==> config.mk <==
export PLATFORM = sky130hd
export DESIGN_NAME = sep_core
export DESIGN_NICKNAME = d
export VERILOG_FILES = /design/src/hw/sep_sync.v /design/src/hw/sep_core.v
export VERILOG_INCLUDE_DIRS = /design/src /design/src/hw
export SDC_FILE = /design/constraint.sdc
export NUM_CORES = 1
export LEC_CHECK = 0
export BUFFER_PORTS_ARGS = -buffer_cell sky130_fd_sc_hd__buf_4
export CORE_UTILIZATION = 40
export DETAILED_ROUTE_END_ITERATION = 7
export GPL_ROUTABILITY_DRIVEN = 0
export PLACE_DENSITY = 0.56
export SETUP_SLACK_MARGIN = 0.3
export SYNTH_ARGS = -nofsm -noshare
export SYNTH_HDL_FRONTEND = slang
export SYNTH_SLANG_ARGS = --single-unit
==> constraint.sdc <==
create_clock -name sys_clk_i -period 3.9 [get_ports sys_clk_i]
set_clock_uncertainty 0.2 [all_clocks]
set_input_delay 1.17 -clock sys_clk_i [delete_from_list [all_inputs] [get_ports sys_clk_i]]
set_output_delay 1.17 -clock sys_clk_i [all_outputs]
set_load 0.05 [all_outputs]
==> src/hw/sep_map.vh <==
`ifndef SEP_MAP_VH
`define SEP_MAP_VH
// ==================================================
// opcodes
`define SEP_OP_READ    8'h03
`define SEP_OP_RDSTAT  8'h05
`define SEP_OP_WRSTAT  8'h01
`define SEP_OP_WRITE   8'h02
`define SEP_OP_SETL    8'h06
`define SEP_OP_CLRL    8'h04
// ==================================================
// status register fields
`define SEP_ST_GUARD   7
`define SEP_ST_UPPER   3
`define SEP_ST_LOWER   2
`define SEP_ST_LATCH   1
`define SEP_ST_BUSY    0
`define SEP_ST_WMASK   8'h8c
`define SEP_ST_RESET   8'h00
// ==================================================
// protected region starts (13-bit array)
`define SEP_PROT_Q     13'h1800
`define SEP_PROT_H     13'h1000
`define SEP_PROT_F     13'h0000
// ==================================================
// timing
`define SEP_CLK_HZ     10000000
`define SEP_TWC_US     5000
`define SEP_TWC_CYC    ((`SEP_TWC_US * (`SEP_CLK_HZ / 1000000)))
`define SEP_TPUR_US    1000
`endif

==> src/hw/sep_sync.v <==
`timescale 1ns/10ps
// ==================================================
// two-flop synchroniser, one per bit
module sep_sync
#(
    parameter W = 4
)
(
    input  wire         clk_i,
    input  wire         ce_i,
    input  wire [W-1:0] d_i,
    output wire [W-1:0] q_o
);
    reg [W-1:0] meta;
    reg [W-1:0] sync;
    genvar g;
    generate
        for (g = 0; g < W; g = g + 1)
        begin : bitsync
            always @(posedge clk_i)
            begin
                if (ce_i)
                begin
                    meta[g] <= d_i[g];
                    sync[g] <= meta[g];
                end
            end
        end
    endgenerate
    assign q_o = sync;
endmodule

==> src/hw/sep_core.v <==
// What this block does
// - serial input sampled on rising serial clock edges while selected and not paused, modes 0,0 and 1,1.
// - serial output changes on falling serial clock edges.
// - chip select high: output high impedance, standby unless a write runs.
// - guard pin high allows writes; low with guard enable refuses status writes.
// - 8-bit instruction register; only six opcodes acted upon, others ignored.
// - read 03h, status read 05h, status write 01h, msb first.
// - write 02h, set latch 06h, clear latch 04h.
// - status layout guard enable, three zeros, upper, lower, latch, busy.
// - busy reads 1 during self-timed write; host writes cannot change it.
// - set-latch sets, clear-latch clears the write latch.
// - protect bits loaded only by status write, kept across power cycles.
// - protect bits select none, 1800-1FFF, 1000-1FFF or whole array.
// - hardware protection when pin low and guard enable set.
// - latch clear blocks everything; protected blocks never writable.
// - latch cleared after power-up.
// - no array location inside protected region is ever programmed.
// - while paused, output high impedance and serial input ignored.
// - valid write starts timer at chip select rise; only status read accepted.
// - write cycle completion clears the write latch.
// - status write changes only bits 2, 3 and 7.
`timescale 1ns/10ps
`include "sep_map.vh"
module sep_core
#(
    parameter TWC_CYC = `SEP_TWC_CYC
)
(
    // clock, reset, enable
    input  wire        sys_clk_i,
    input  wire        rst_i,
    input  wire        ce_i,
    // serial pins
    input  wire        sclk_i,
    input  wire        cs_n_i,
    input  wire        sdi_i,
    input  wire        pause_n_i,
    input  wire        guard_n_i,
    output wire        sdo_o,
    output wire        sdo_oe_n_o,
    // nonvolatile protect image at power-up
    input  wire [2:0]  nv_bits_i,
    // array programming request to the data path
    output reg         prog_start_o,
    output reg  [12:0] prog_addr_o,
    output reg  [7:0]  prog_data_o,
    output reg  [2:0]  nv_store_o,
    output wire [7:0]  status_o
);
    // ==================================================
    // synchronised pins
    wire [4:0] pins;
    sep_sync #(.W(5)) u_sync
    (
        .clk_i (sys_clk_i),
        .ce_i  (ce_i),
        .d_i   ({sclk_i, cs_n_i, sdi_i, pause_n_i, guard_n_i}),
        .q_o   (pins)
    );
    wire sck_s   = pins[4];
    wire cs_n_s  = pins[3];
    wire sdi_s   = pins[2];
    wire pause_s = pins[1];
    wire guard_s = pins[0];

    reg        sck_d;
    reg        cs_d;
    reg        paused;
    wire       active = ~cs_n_s & ~paused;
    wire       rise   = sck_s & ~sck_d & active;
    wire       fall   = ~sck_s & sck_d & active;
    wire       cs_up  = cs_n_s & ~cs_d;
    wire       cs_dn  = ~cs_n_s & cs_d;

    // ==================================================
    // states
    localparam [4:0] S_OP    = 5'b00001;
    localparam [4:0] S_ADDR  = 5'b00010;
    localparam [4:0] S_DATA  = 5'b00100;
    localparam [4:0] S_OUT   = 5'b01000;
    localparam [4:0] S_SKIP  = 5'b10000;

    reg [4:0]  state;
    reg [7:0]  instr;
    reg [7:0]  shreg;
    reg [4:0]  bitcnt;
    reg [15:0] addr;
    reg [7:0]  wdata;
    reg        data_seen;
    reg        pend_set;
    reg        pend_clr;
    reg        pend_stat;
    reg [7:0]  stat_new;
    reg        pend_arr;
    reg        guard_enable_bit;
    reg        upper_protect_bit;
    reg        lower_protect_bit;
    reg        write_latch_bit;
    reg        busy;
    reg [31:0] wcnt;
    reg        is_stat_prog;
    reg [7:0]  outsh;
    reg        sdo_q;
    reg        drive;
    reg        nv_loaded;
    reg [7:0]  next_shreg;

    wire [7:0] status = {guard_enable_bit, 3'b000, upper_protect_bit,
                         lower_protect_bit, write_latch_bit, busy};
    assign status_o = status;

    wire hw_prot = ~guard_s & guard_enable_bit;

    reg in_prot;
    always @*
    begin
        case ({upper_protect_bit, lower_protect_bit})
            2'b01:   in_prot = addr[12:0] >= `SEP_PROT_Q;
            2'b10:   in_prot = addr[12:0] >= `SEP_PROT_H;
            2'b11:   in_prot = addr[12:0] >= `SEP_PROT_F;
            default: in_prot = 1'b0;
        endcase
    end

    wire arr_ok  = write_latch_bit & ~in_prot;
    wire stat_ok = write_latch_bit & ~hw_prot;

    always @*
    begin
        next_shreg = {shreg[6:0], sdi_s};
    end

    assign sdo_o      = sdo_q;
    assign sdo_oe_n_o = ~(drive & active);

    // ==================================================
    // main sequencer
    always @(posedge sys_clk_i)
    begin
        if (rst_i)
        begin
            sck_d             <= 1'b0;
            cs_d              <= 1'b1;
            paused            <= 1'b0;
            state             <= S_OP;
            instr             <= 8'h00;
            shreg             <= 8'h00;
            bitcnt            <= 5'h00;
            addr              <= 16'h0000;
            wdata             <= 8'h00;
            data_seen         <= 1'b0;
            pend_set          <= 1'b0;
            pend_clr          <= 1'b0;
            pend_stat         <= 1'b0;
            stat_new          <= 8'h00;
            pend_arr          <= 1'b0;
            guard_enable_bit  <= 1'b0;
            upper_protect_bit <= 1'b0;
            lower_protect_bit <= 1'b0;
            write_latch_bit   <= 1'b0;
            busy              <= 1'b0;
            wcnt              <= 32'h0;
            is_stat_prog      <= 1'b0;
            outsh             <= 8'h00;
            sdo_q             <= 1'b0;
            drive             <= 1'b0;
            nv_loaded         <= 1'b0;
            prog_start_o      <= 1'b0;
            prog_addr_o       <= 13'h0000;
            prog_data_o       <= 8'h00;
            nv_store_o        <= 3'b000;
        end
        else if (ce_i)
        begin
            sck_d        <= sck_s;
            cs_d         <= cs_n_s;
            prog_start_o <= 1'b0;
            // protect bits restored from storage after reset
            if (!nv_loaded)
            begin
                nv_loaded         <= 1'b1;
                guard_enable_bit  <= nv_bits_i[2];
                upper_protect_bit <= nv_bits_i[1];
                lower_protect_bit <= nv_bits_i[0];
            end
            // pause changes only honoured while clock is low
            if (~cs_n_s & ~sck_s)
                paused <= ~pause_s;
            else if (cs_n_s)
                paused <= 1'b0;

            if (cs_dn)
            begin
                state     <= S_OP;
                bitcnt    <= 5'h00;
                drive     <= 1'b0;
                data_seen <= 1'b0;
            end

            if (rise)
            begin
                shreg  <= next_shreg;
                bitcnt <= bitcnt + 5'h01;
                case (state)
                    S_OP:
                    begin
                        if (bitcnt == 5'h07)
                        begin
                            instr  <= next_shreg;
                            bitcnt <= 5'h00;
                            state  <= S_SKIP;
                            // busy ignores all but status read
                            if (!busy || next_shreg == `SEP_OP_RDSTAT)
                            begin
                                case (next_shreg)
                                    `SEP_OP_SETL:
                                        pend_set <= 1'b1;
                                    `SEP_OP_CLRL:
                                        pend_clr <= 1'b1;
                                    `SEP_OP_RDSTAT:
                                    begin
                                        state <= S_OUT;
                                        outsh <= status;
                                        drive <= 1'b1;
                                    end
                                    `SEP_OP_WRSTAT:
                                        state <= S_DATA;
                                    `SEP_OP_READ,
                                    `SEP_OP_WRITE:
                                        state <= S_ADDR;
                                    default:
                                        state <= S_SKIP;
                                endcase
                            end
                        end
                    end
                    S_ADDR:
                    begin
                        addr <= {addr[14:0], sdi_s};
                        if (bitcnt == 5'h0f)
                        begin
                            bitcnt <= 5'h00;
                            state  <= (instr == `SEP_OP_WRITE) ? S_DATA : S_SKIP;
                        end
                    end
                    S_DATA:
                    begin
                        if (bitcnt == 5'h07)
                        begin
                            bitcnt    <= 5'h00;
                            wdata     <= next_shreg;
                            data_seen <= 1'b1;
                            if (instr == `SEP_OP_WRSTAT)
                            begin
                                stat_new  <= next_shreg;
                                pend_stat <= stat_ok;
                                state     <= S_SKIP;
                            end
                            else
                                pend_arr  <= 1'b1;
                        end
                    end
                    S_OUT:
                        bitcnt <= 5'h00;
                    S_SKIP:
                        bitcnt <= 5'h00;
                    default:
                        state <= S_SKIP;
                endcase
            end

            if (fall && state == S_OUT)
            begin
                sdo_q <= outsh[7];
                outsh <= {outsh[6:0], outsh[7]};
            end

            // guard dropping mid-frame kills a pending status write
            if (pend_stat && !stat_ok)
                pend_stat <= 1'b0;

            // ==================================================
            // frame end actions
            if (cs_up)
            begin
                drive    <= 1'b0;
                state    <= S_OP;
                bitcnt   <= 5'h00;
                pend_set <= 1'b0;
                pend_clr <= 1'b0;
                pend_stat <= 1'b0;
                pend_arr <= 1'b0;
                // partial bytes dropped with no state change
                if (state != S_OP || bitcnt == 5'h00)
                begin
                    // latch effective at chip select rise
                    if (pend_set)
                        write_latch_bit <= 1'b1;
                    else if (pend_clr)
                        write_latch_bit <= 1'b0;
                    else if (pend_stat && stat_ok)
                    begin
                        guard_enable_bit  <= stat_new[`SEP_ST_GUARD];
                        upper_protect_bit <= stat_new[`SEP_ST_UPPER];
                        lower_protect_bit <= stat_new[`SEP_ST_LOWER];
                        nv_store_o <= {stat_new[`SEP_ST_GUARD], stat_new[`SEP_ST_UPPER],
                                       stat_new[`SEP_ST_LOWER]};
                        busy         <= 1'b1;
                        is_stat_prog <= 1'b1;
                        wcnt         <= 32'h0;
                    end
                    else if (pend_arr && data_seen && arr_ok && bitcnt == 5'h00)
                    begin
                        busy         <= 1'b1;
                        is_stat_prog <= 1'b0;
                        wcnt         <= 32'h0;
                        prog_start_o <= 1'b1;
                        prog_addr_o  <= addr[12:0];
                        prog_data_o  <= wdata;
                    end
                end
            end

            // busy held for the write cycle time
            if (busy)
            begin
                wcnt <= wcnt + 32'h1;
                if (wcnt == TWC_CYC - 1)
                begin
                    busy <= 1'b0;
                    write_latch_bit <= 1'b0;
                end
            end
        end
    end
endmodule

Word-level counts from Yosys, hierarchy flattened
Index checks and enable logic that the tools add are counted.
W data, S select, Z words.
Storage, ports and cells
  flip-flop bits (word level): 145
  latch bits: 0
  RAM bits: 0
  memory bits (read-only): 0
  input bits: 11
  output and inout bits: 35
  memories: 0
Cells by class
  add/sub/neg operators: 2
  multiply operators: 0
  divide/modulo/power cells: 0
  magnitude comparators: 3
  equality and inequality tests: 23
  shift operators: 0
  mux-type cells: 105
  bitwise gates (word level): 25
  reduce and logical (&&, ||, !) cells: 51
Operators by type and width (count)
  $mux W32: 7
  $mux W1: 74
  $mux W5: 14
  $mux W8: 6
  $add A32 B1 Y32 const B: 1
  $eq A32 B16 Y1 const B: 1
  $pmux W5 S3: 2
  $reduce_and A6 Y1: 5
  $reduce_bool A2 Y1: 15
  $ge A13 B13 Y1 const B: 2
  $eq A8 B2 Y1 const B: 3
  $eq A8 B3 Y1 const B: 3
  $pmux W5 S4: 1
  $reduce_bool A3 Y1: 6
  $eq A8 B1 Y1 const B: 2
  $reduce_and A5 Y1: 3
  $ge A13 B1 Y1 const B: 1
  $not A1 Y1: 13
  $and A1 B1 Y1: 12
  $eq A5 B3 Y1 const B: 2
  $eq A5 B4 Y1 const B: 2
  $reduce_and A2 Y1: 4
  $reduce_and A4 Y1: 2
  $reduce_and A7 Y1: 1
  16 further kinds: 27

Logic depth before layout (Yosys ltp)
Gate-level depths: netlist of run 1.
  depth in word-level cells: 14
  mapped depth: 9

Cells and area by module
A second synthesis of run 1 with hierarchy kept.
Unflattened totals
  cell total of the unflattened synthesis: 796
  area total of the unflattened synthesis: 6720.2 um2
Modules (own cells, without submodules)
  sep_core: instances 1, cells each 786, area an instance 6419.9 um2, seq. area each 2602.5 um2
  sep_sync: instances 1, cells each 10, area an instance 300.3 um2, seq. area each 300.3 um2

Least setup slack after synthesis of run 1
No wires, ideal clock.
  path kind: input-to-reg
  start point: in ce_i
  end point: reg wcnt[25]
  arrival time: 2.815 ns
  data required time: 3.630 ns
  setup slack: 0.815 ns
  stages: 7
  path buffers: 2
  cells stage by stage: clkbuf_1 -> and2_1 -> a31oi_1 -> a311o_4 -> buf_6 -> or4_1 -> a21oi_1
On the way
  word-level cells in the longest chain between the ends: 1
Ends and longest elaborated chain
  from (decl): line sep_core.v:32  | input wire ce_i,
  $reduce_and A6 Y1 (no line)
  to (signal assigned): line sep_core.v:327  | wcnt <= wcnt + 32'h1;
  to (decl): line sep_core.v:100  | reg [31:0] wcnt;
Every way passes these cells.
A chain may end at the register's enable or synchronous reset.

Worst setup path after layout of run 1
  start point: reg bitcnt[0]
  end point: reg wcnt[31]
On the way
  word-level cells in the longest chain between the ends: 4
Ends and longest elaborated chain
  from (decl): line sep_core.v:86  | reg [4:0] bitcnt;
  from (signal assigned): line sep_core.v:203  | bitcnt <= bitcnt + 5'h01;
  $logic_not A5 Y1 (*): line sep_core.v:294, sep_core.v:312
  $logic_and A1 B1 Y1 or $logic_or A1 B1 Y1 (tied branches): line sep_core.v:312, sep_core.v:294
  $reduce_bool A3 Y1 (no line) or $reduce_bool A2 Y1 (tied branches)
  $reduce_and A6 Y1 (no line) (*)
Mark *: on every way between the ends. The rest lies on a longest branch, timed or not.

==> summary.txt, run 1 <==
Run status
  – Status: finished, final reports clean

Routing
  – Drc violations: 0
  – Via count: between 5k and 6k
  – WL per Instance: ~16 um
  – Drt pass-1 iters: 6
  – 1st-iter DRT viols: 355
  – Drt via density: ~5.6
  – DRT Wirelength: between 15000 and 20000 um
  – ANT nets after route: 0

Clock tree
  – Worst-path clk slew: 60 ps
  – Clock Sink Count: 140
  – Clock Latency Late Sink: between 400 and 500 ps
  – Total CTS buffers: 17
  – CTS tree: yes
  – H-tree level count: 4
  – Cts repair resizes: 0
  – CTS root buffer: clkbuf_16
  – Max clock buf depth: 2
  – Cts hold-fix bufs: 0
  – Post-CTS Setup Bufs: 0

Global route
  – Total GRT Usage: 19.6%
  – Largest net degree at the start of global routing: 57
  – Vias in the first global route: around 5.3k
  – Initial antenna violation count: 0
  – First-pass GRT wire length: between 20000 and 30000 um
  – Grt total ovfl: 0

Timing
  – Max-slew headroom: a little under half
  – Period utilization: 75.4%
  – Fin crit period: about 2900 ps
  – Fin. max-slew vios: 0
  – Final setup fails: 0
  – Achievable Freq: 340 MHz
  – Unrepaired setup endpoints after global routing: no
  – Worst slew pin tran: approximately 800 ps
  – Setup Total Neg Slack: 0 ps
  – Fin. Hold Viols: 0

Critical path
  – Reg2reg start: bitcnt[0]$_SDFFE_PP0P_
  – Crit path required time: a little over 4000 ps
  – CP endpoint kind: register
  – Critical setup path kind: register to register
  – CP arrival: ~3100 ps
  – Worst R2R Path Depth: 7
  – Reg2reg end: wcnt[31]$_SDFFE_PP0P_
  – CP Max Fanout: 54
  – Crit. Startpoint: bitcnt[0]$_SDFFE_PP0P_
  – R2r setup slk: around 960 ps
  – Critical path endpoint: wcnt[31]$_SDFFE_PP0P_
  – Crit path launch type: register

Power
  – P_int: around 0.0024 W
  – Flop pwr share: between 40% and 50%
  – Power per cell area: ~420 nW/um2
  – Switching power: around 0.00079 W
  – Comb pwr share: under 10%
  – Total power draw: about 0.0032 W
  – Switching part of the total power: between 20% and 30%
  – Clock share of power: around half
  – LEAKAGE: 2.71 nW
  – Peak VDD IR: just under 0.3 mV

Layout
  – Register area: around 2900 um2
  – Area delta synth->final: 15.1%
  – Finished Layout Cells: 996
  – Fillers: roughly 1.6k
  – Area of the multi-input gates: between 3000 and 4000 um2
  – Layout cell share with drive strength beyond 1: 13.1%
  – Fin area: about 7500 um2
  – Layout net count: slightly below 800
  – Antenna Cells: 0

Synthesis
  – Yosys warning total: 0
  – Post-synth ARST share: 0%
  – Area leader, netlist: dfxtp_1
  – Post-synth top cells: 130 x dfxtp_1, 98 x nand2_1, 73 x a21oi_1
  – Synth top area cells: dfxtp_1 40%, mux2i_1 6.5%, nand2_1 5.7%
  – Primary FF master, synth: dfxtp_1
  – Library cells used by synthesis: 72
  – Top-area cell type share of the netlist area: between 30% and 40%
  – Average size of a mapped cell: just under 9 um2
  – Top-count cell post-synth: dfxtp_1
  – Cells after Synth: 749
  – #FFs+latches synth: 140
  – Register area share after synthesis: 44.6%
  – EDFF count, synth: 10
  – Mapped Area: 6510 um2

Die
  – Starting density of the core: roughly 41%
  – Total core area: approximately 16000 um2
  – Die width: about 130 um
  – Die area: 16800 um2
  – Die Span Y: 130 um
  – IO Count: 46
  – Row cnt: 46

Min path
  – Hold Crit Class: register to register
  – Hold Crit Depth: 0

Job
  – Max-capacitance violation count: 0

Placed design
  – # placed instances: between 900 and 1k
  – Port-buffer cells: 42
  – HPWL Detailed: around 11000 um
  – Placed Area: 6920 um2
[critical path, cell delays in order, from the launching register on]
cell     delay (ps)
dfxtp_1         340
inv_1            70
ha_1            160
nor4b_4         510
nand4_4         220
a311o_4         630
or4_1           570
a21oi_1         160
[per-stage QoR]
step           util, %  setup WS, ps  hold slack [ps]
2_1_floorplan        -           815              200
3_3_place_gp      43.6           667              204
3_5_place_dp      43.6           595              205
4_1_cts           47.1           966              219
5_1_grt           47.1           747              222
6_report          47.1           958              218
[worst min-delay path by stage]
stage	slack (ps)	endpoint	from
floorplan	200	u_sync.q_o[0]$_DFFE_PP_	u_sync.meta[0]$_DFFE_PP_
global placement	200	u_sync.q_o[1]$_DFFE_PP_	u_sync.meta[1]$_DFFE_PP_
detailed placement	200	u_sync.q_o[4]$_DFFE_PP_	u_sync.meta[4]$_DFFE_PP_
CTS	220	u_sync.q_o[4]$_DFFE_PP_	u_sync.meta[4]$_DFFE_PP_
global route	220	u_sync.q_o[4]$_DFFE_PP_	u_sync.meta[4]$_DFFE_PP_
finish	220	u_sync.q_o[4]$_DFFE_PP_	u_sync.meta[4]$_DFFE_PP_
[area by class of cell]
cell class	count	share of cell area, %
multi-input combinational	533	43.6
timing repair buffer	55	5.51
tap	216	3.61
sequential	140	38.8
clock inverter	14	1.70
inverter	20	1.00
clock buffer	18	5.86
[power groups by stage]
stage | Combinational [W] | Clock (W) | Sequential (W)
after floorplan | 0.000107 | 0 | 0.00150
after global placement | 0.000135 | 0 | 0.00151
after detailed placement | 0.000137 | 0 | 0.00151
after CTS | 0.000138 | 0.00157 | 0.00148
after global routing | 0.000151 | 0.00164 | 0.00148
final | 0.000137 | 0.00154 | 0.00148
[state kept, by name, indices dropped and copies added, names as in the netlist, 7 cells and up]
register / cells
wcnt: 32
addr: 13
prog_data_o: 8
instr: 8
prog_addr_o: 13
wdata: 8
shreg: 7
outsh: 8
[layout by cell type, fill, tap and decap left out, types with 17 or more instances in the layout]
cell / instances
dfxtp_1: 130
buf_4: 55
a21oi_1: 73
nand2_1: 98
clkbuf_16: 17
inv_1: 19
mux2i_1: 42
nand3_1: 26
nor2_1: 69
o31ai_1: 24
or4_1: 31
[routing by layer]
metal / vias to the layer above / global-route usage (%) / routed length (um)
met4: 0 / 6.29 / 236
met5: - / 0 / 0
met3: 20 / 3.92 / 505
met1: 2680 / 24.6 / 7080
met2: 110 / 33.8 / 7860
li1: 2746 / - / -
[cells by family after synthesis]
group           count (synthesis)  share of synthesized area [%]
mux                            43                           6.63
buf+inv                        78                           5.40
simple gates                  317                           25.7
other cells                     1                         0.0576
flops                         140                           44.6
fa+ha+maj                       5                          0.961
compound gates                159                           15.8
xor+xnor                        6                          0.808
Power figures use the tool's default switching activity.
==> run 2: changes to the inputs <==
- ABC_AREA: unset -> 1
- clock period: 3.9 -> 3 ns (I/O delays scaled with it)
==> summary.txt, run 2 <==
Synthesis
  – Primary FF master, synth: dfxtp_1
  – Average size of a mapped cell: 7.21 um2 (-17%)
  – Yosys warning total: 0 (unchanged)
  – Cells after Synth: 928 (+24%)
  – Top-area cell type share of the netlist area: 38.9% (-1.1 points)
  – Library cells used by synthesis: 46 (-36%)
  – Register area share after synthesis: 43.4% (-1.2 points)
  – Synth top area cells: dfxtp_1 39%, nand2_1 9.3%, nor2_1 7.8%
  – Post-synth top cells: 166 x nand2_1, 139 x nor2_1, 130 x dfxtp_1
  – Post-synth ARST share: 0% (unchanged)
  – Top-count cell post-synth: nand2_1
  – Mapped Area: 6690 um2 (+2.8%)
  – EDFF count, synth: 10 (unchanged)
  – #FFs+latches synth: 140 (unchanged)
  – Area leader, netlist: dfxtp_1

Layout
  – Layout cell share with drive strength beyond 1: 12.0% (-1.1 points)
  – Antenna Cells: 0 (unchanged)
  – Max FFs per register: 32 (unchanged)
  – Finished Layout Cells: 1190 (+19%)
  – Area of the multi-input gates: 3150 um2 (-3.4%)
  – Commonest non-fill, non-tap cell in the layout: nand2_1
  – Area delta synth->final: 15.2%
  – Largest Register: wcnt
  – Register area: 2900 um2 (unchanged)
  – Fillers: 1690 (+6.0%)
  – Layout net count: 977 (+25%)
  – Commonest cells after routing, fill and taps aside: 166 x nand2_1, 139 x nor2_1, 130 x dfxtp_1
  – Largest registers: wcnt x32, addr x13, prog_addr_o x13

Timing
  – Max-slew headroom: 63.1% (+17 points)
  – Unrepaired setup endpoints after global routing: no
  – Fin. Hold Viols: 0 (unchanged)
  – Achievable Freq: a little under 400 MHz
  – Fin crit period: between 2000 and 3000 ps
  – Setup Total Neg Slack: 0 ps (unchanged)
  – Period utilization: a little under nine tenths
  – Worst slew pin tran: 554 ps (-256 ps)
  – Final setup fails: 0 (unchanged)
  – Fin. max-slew vios: 0 (unchanged)

Power
  – Clock share of power: 49.6% (+0.8 points)
  – Power per cell area: 551 nW/um2 (+31%)
  – Switching power: 0.00100 W (+26%)
  – P_int: 0.00325 W (+37%)
  – LEAKAGE: 2.97 nW (+9.6%)
  – Switching part of the total power: 23.6% (-1.5 points)
  – Comb pwr share: 5.0% (+0.6 points)
  – Flop pwr share: 45.4% (-1.4 points)
  – Peak VDD IR: 0.397 mV (+34%)

Global route
  – Total GRT Usage: 19.5% (-0.10 points)
  – Vias in the first global route: 5526 (+4.6%)
  – First-pass GRT wire length: 27200 um (+4.5%)
  – Largest net degree at the start of global routing: 48 (-16%)
  – Initial antenna violation count: 0 (unchanged)
  – Grt total ovfl: 0 (unchanged)

Placed design
  – HPWL Detailed: 11400 um (+5.2%)
  – Port-buffer cells: 42 (unchanged)
  – # placed instances: 1158 (+20%)

Run status
  – Status: finished, final reports clean

Clock tree
  – H-tree level count: 4 (unchanged)
  – Clock Sink Count: 140 (unchanged)
  – Total CTS buffers: 17 (unchanged)
  – Post-CTS Setup Bufs: 0 (unchanged)
  – Worst-path clk slew: 60 ps (about the same)
  – CTS tree: yes
  – Clock Latency Late Sink: 420 ps (about the same)
  – CTS root buffer: clkbuf_16
  – Cts hold-fix bufs: 0 (unchanged)
  – Max clock buf depth: 2 (unchanged)
  – Cts repair resizes: 0 (unchanged)

Die
  – Die Span Y: 131 um (+1.4%)
  – Row cnt: 46 (unchanged)
  – Die area: 17300 um2 (+2.8%)
  – Die width: 131 um (+1.4%)
  – IO Count: 46 (unchanged)
  – Starting density of the core: 41.5% (+0.56 points)
  – Total core area: 16100 um2 (+1.4%)

Critical path
  – Buf/Inv on CP: 2 (+1)
  – CP cell instances: or2_1, inv_1, nand2_1, buf_4
  – Crit path required time: 1900 ps (-2150 ps)
  – Crit path launch type: register
  – Critical setup path kind: register to primary output
  – Slowest-stage cell, CP: edfxtp_1
  – CP max stage delay: 440 ps (-190 ps)
  – CP arrival: 1450 ps (-1650 ps)
  – CP Max Fanout: 4 (-93%)
  – Family with the most delay on the worst path: flip-flops
  – CP endpoint kind: primary output

Routing
  – 1st-iter DRT viols: 523 (+47%)
  – Via count: 5948 (+7.1%)
  – Drt pass-1 iters: 5 (-1)
  – Drt via density: 5.00 (-10%)
  – WL per Instance: 13.5 um (-14%)
  – ANT nets after route: 0 (unchanged)
  – DRT Wirelength: 16100 um (+2.7%)
  – Drc violations: 0 (unchanged)

Min path
  – Hold Crit Class: register to register

Job
  – Max-capacitance violation count: 0 (unchanged)
-- run 2: changes by cell type in the layout (fill, tap and decap cells not counted), sizes merged, moves of 17 or more --
cell | before | now
inv | 27 | 104
nand2 | 98 | 172
mux2i | 42 | 0
or4 | 31 | 0
a21oi | 73 | 92
nor2 | 69 | 146
nor3 | 11 | 33
nand3 | 26 | 43
o31ai | 25 | 1
o21ai | 13 | 85
-- run 2: area by class of cell --
type                            instances  share of cell area, %
Clock buffer                           20                   5.92
Tap cell                              216                   3.51
Multi-Input combinational cell        646                   40.9
Sequential cell                       140                   37.7
Timing Repair Buffer                   54                   5.26
Clock inverter                         12                   1.77
Inverter                              102                   5.01
-- run 2: cell families (layout without fill, tap and decap cells) --
logic type,Yosys count,count (layout),share of synthesized area [%]
other,1,3,0.0560
XOR/XNOR,9,9,1.18
buffers and inverters,144,188,9.65
adder cells (fa/ha/maj),5,5,0.935
AND/OR/NAND/NOR,430,430,28.9
AO/OA/AOI/OAI,199,199,15.9
flip-flops,140,140,43.4
-- run 2: path summary, 6_finish.rpt --
check                           startpoint                      end  slack, ps  depth (start not counted)
setup / recovery   u_sync.q_o[3]$_DFFE_PP_               sdo_oe_n_o        450                          4
hold / removal    u_sync.meta[1]$_DFFE_PP_  u_sync.q_o[1]$_DFFE_PP_        220                          0
hold reg to reg   u_sync.meta[1]$_DFFE_PP_  u_sync.q_o[1]$_DFFE_PP_        220                          0
setup reg to reg      wcnt[0]$_SDFFE_PP0P_    wcnt[30]$_SDFFE_PP0P_        650                         10
-- run 2: power by group through the flow --
stage	combinational (W)	sequential, W	clock [W]
detailed placement	0.000214	0.00197	0
floorplan	0.000162	0.00196	0
global route	0.000241	0.00193	0.00225
finish	0.000213	0.00193	0.00211
CTS	0.000214	0.00193	0.00216
global placement	0.000215	0.00197	0
-- run 2: per-stage QoR --
stage	setup WS (ps)	hold WS [ps]	power [W]	instance area [um2]	utilization (%)
floorplan	647	198	0.00213	6700	-
global placement	388	202	0.00219	7120	44.2
detailed placement	336	212	0.00219	7120	44.2
CTS	436	227	0.00431	7710	47.8
global route	383	237	0.00442	7710	47.8
finish	449	224	0.00425	7710	47.8
-- run 2: metal layers --
metal / vias up / share of wire [%] / global-route usage [%]
met2: 108 / 47 / 31.4
met4: 0 / 1.7 / 6.33
met1: 2707 / 49 / 25.7
met3: 15 / 2.8 / 4.67
met5: - / 0 / 0
li1: 3118 / - / -
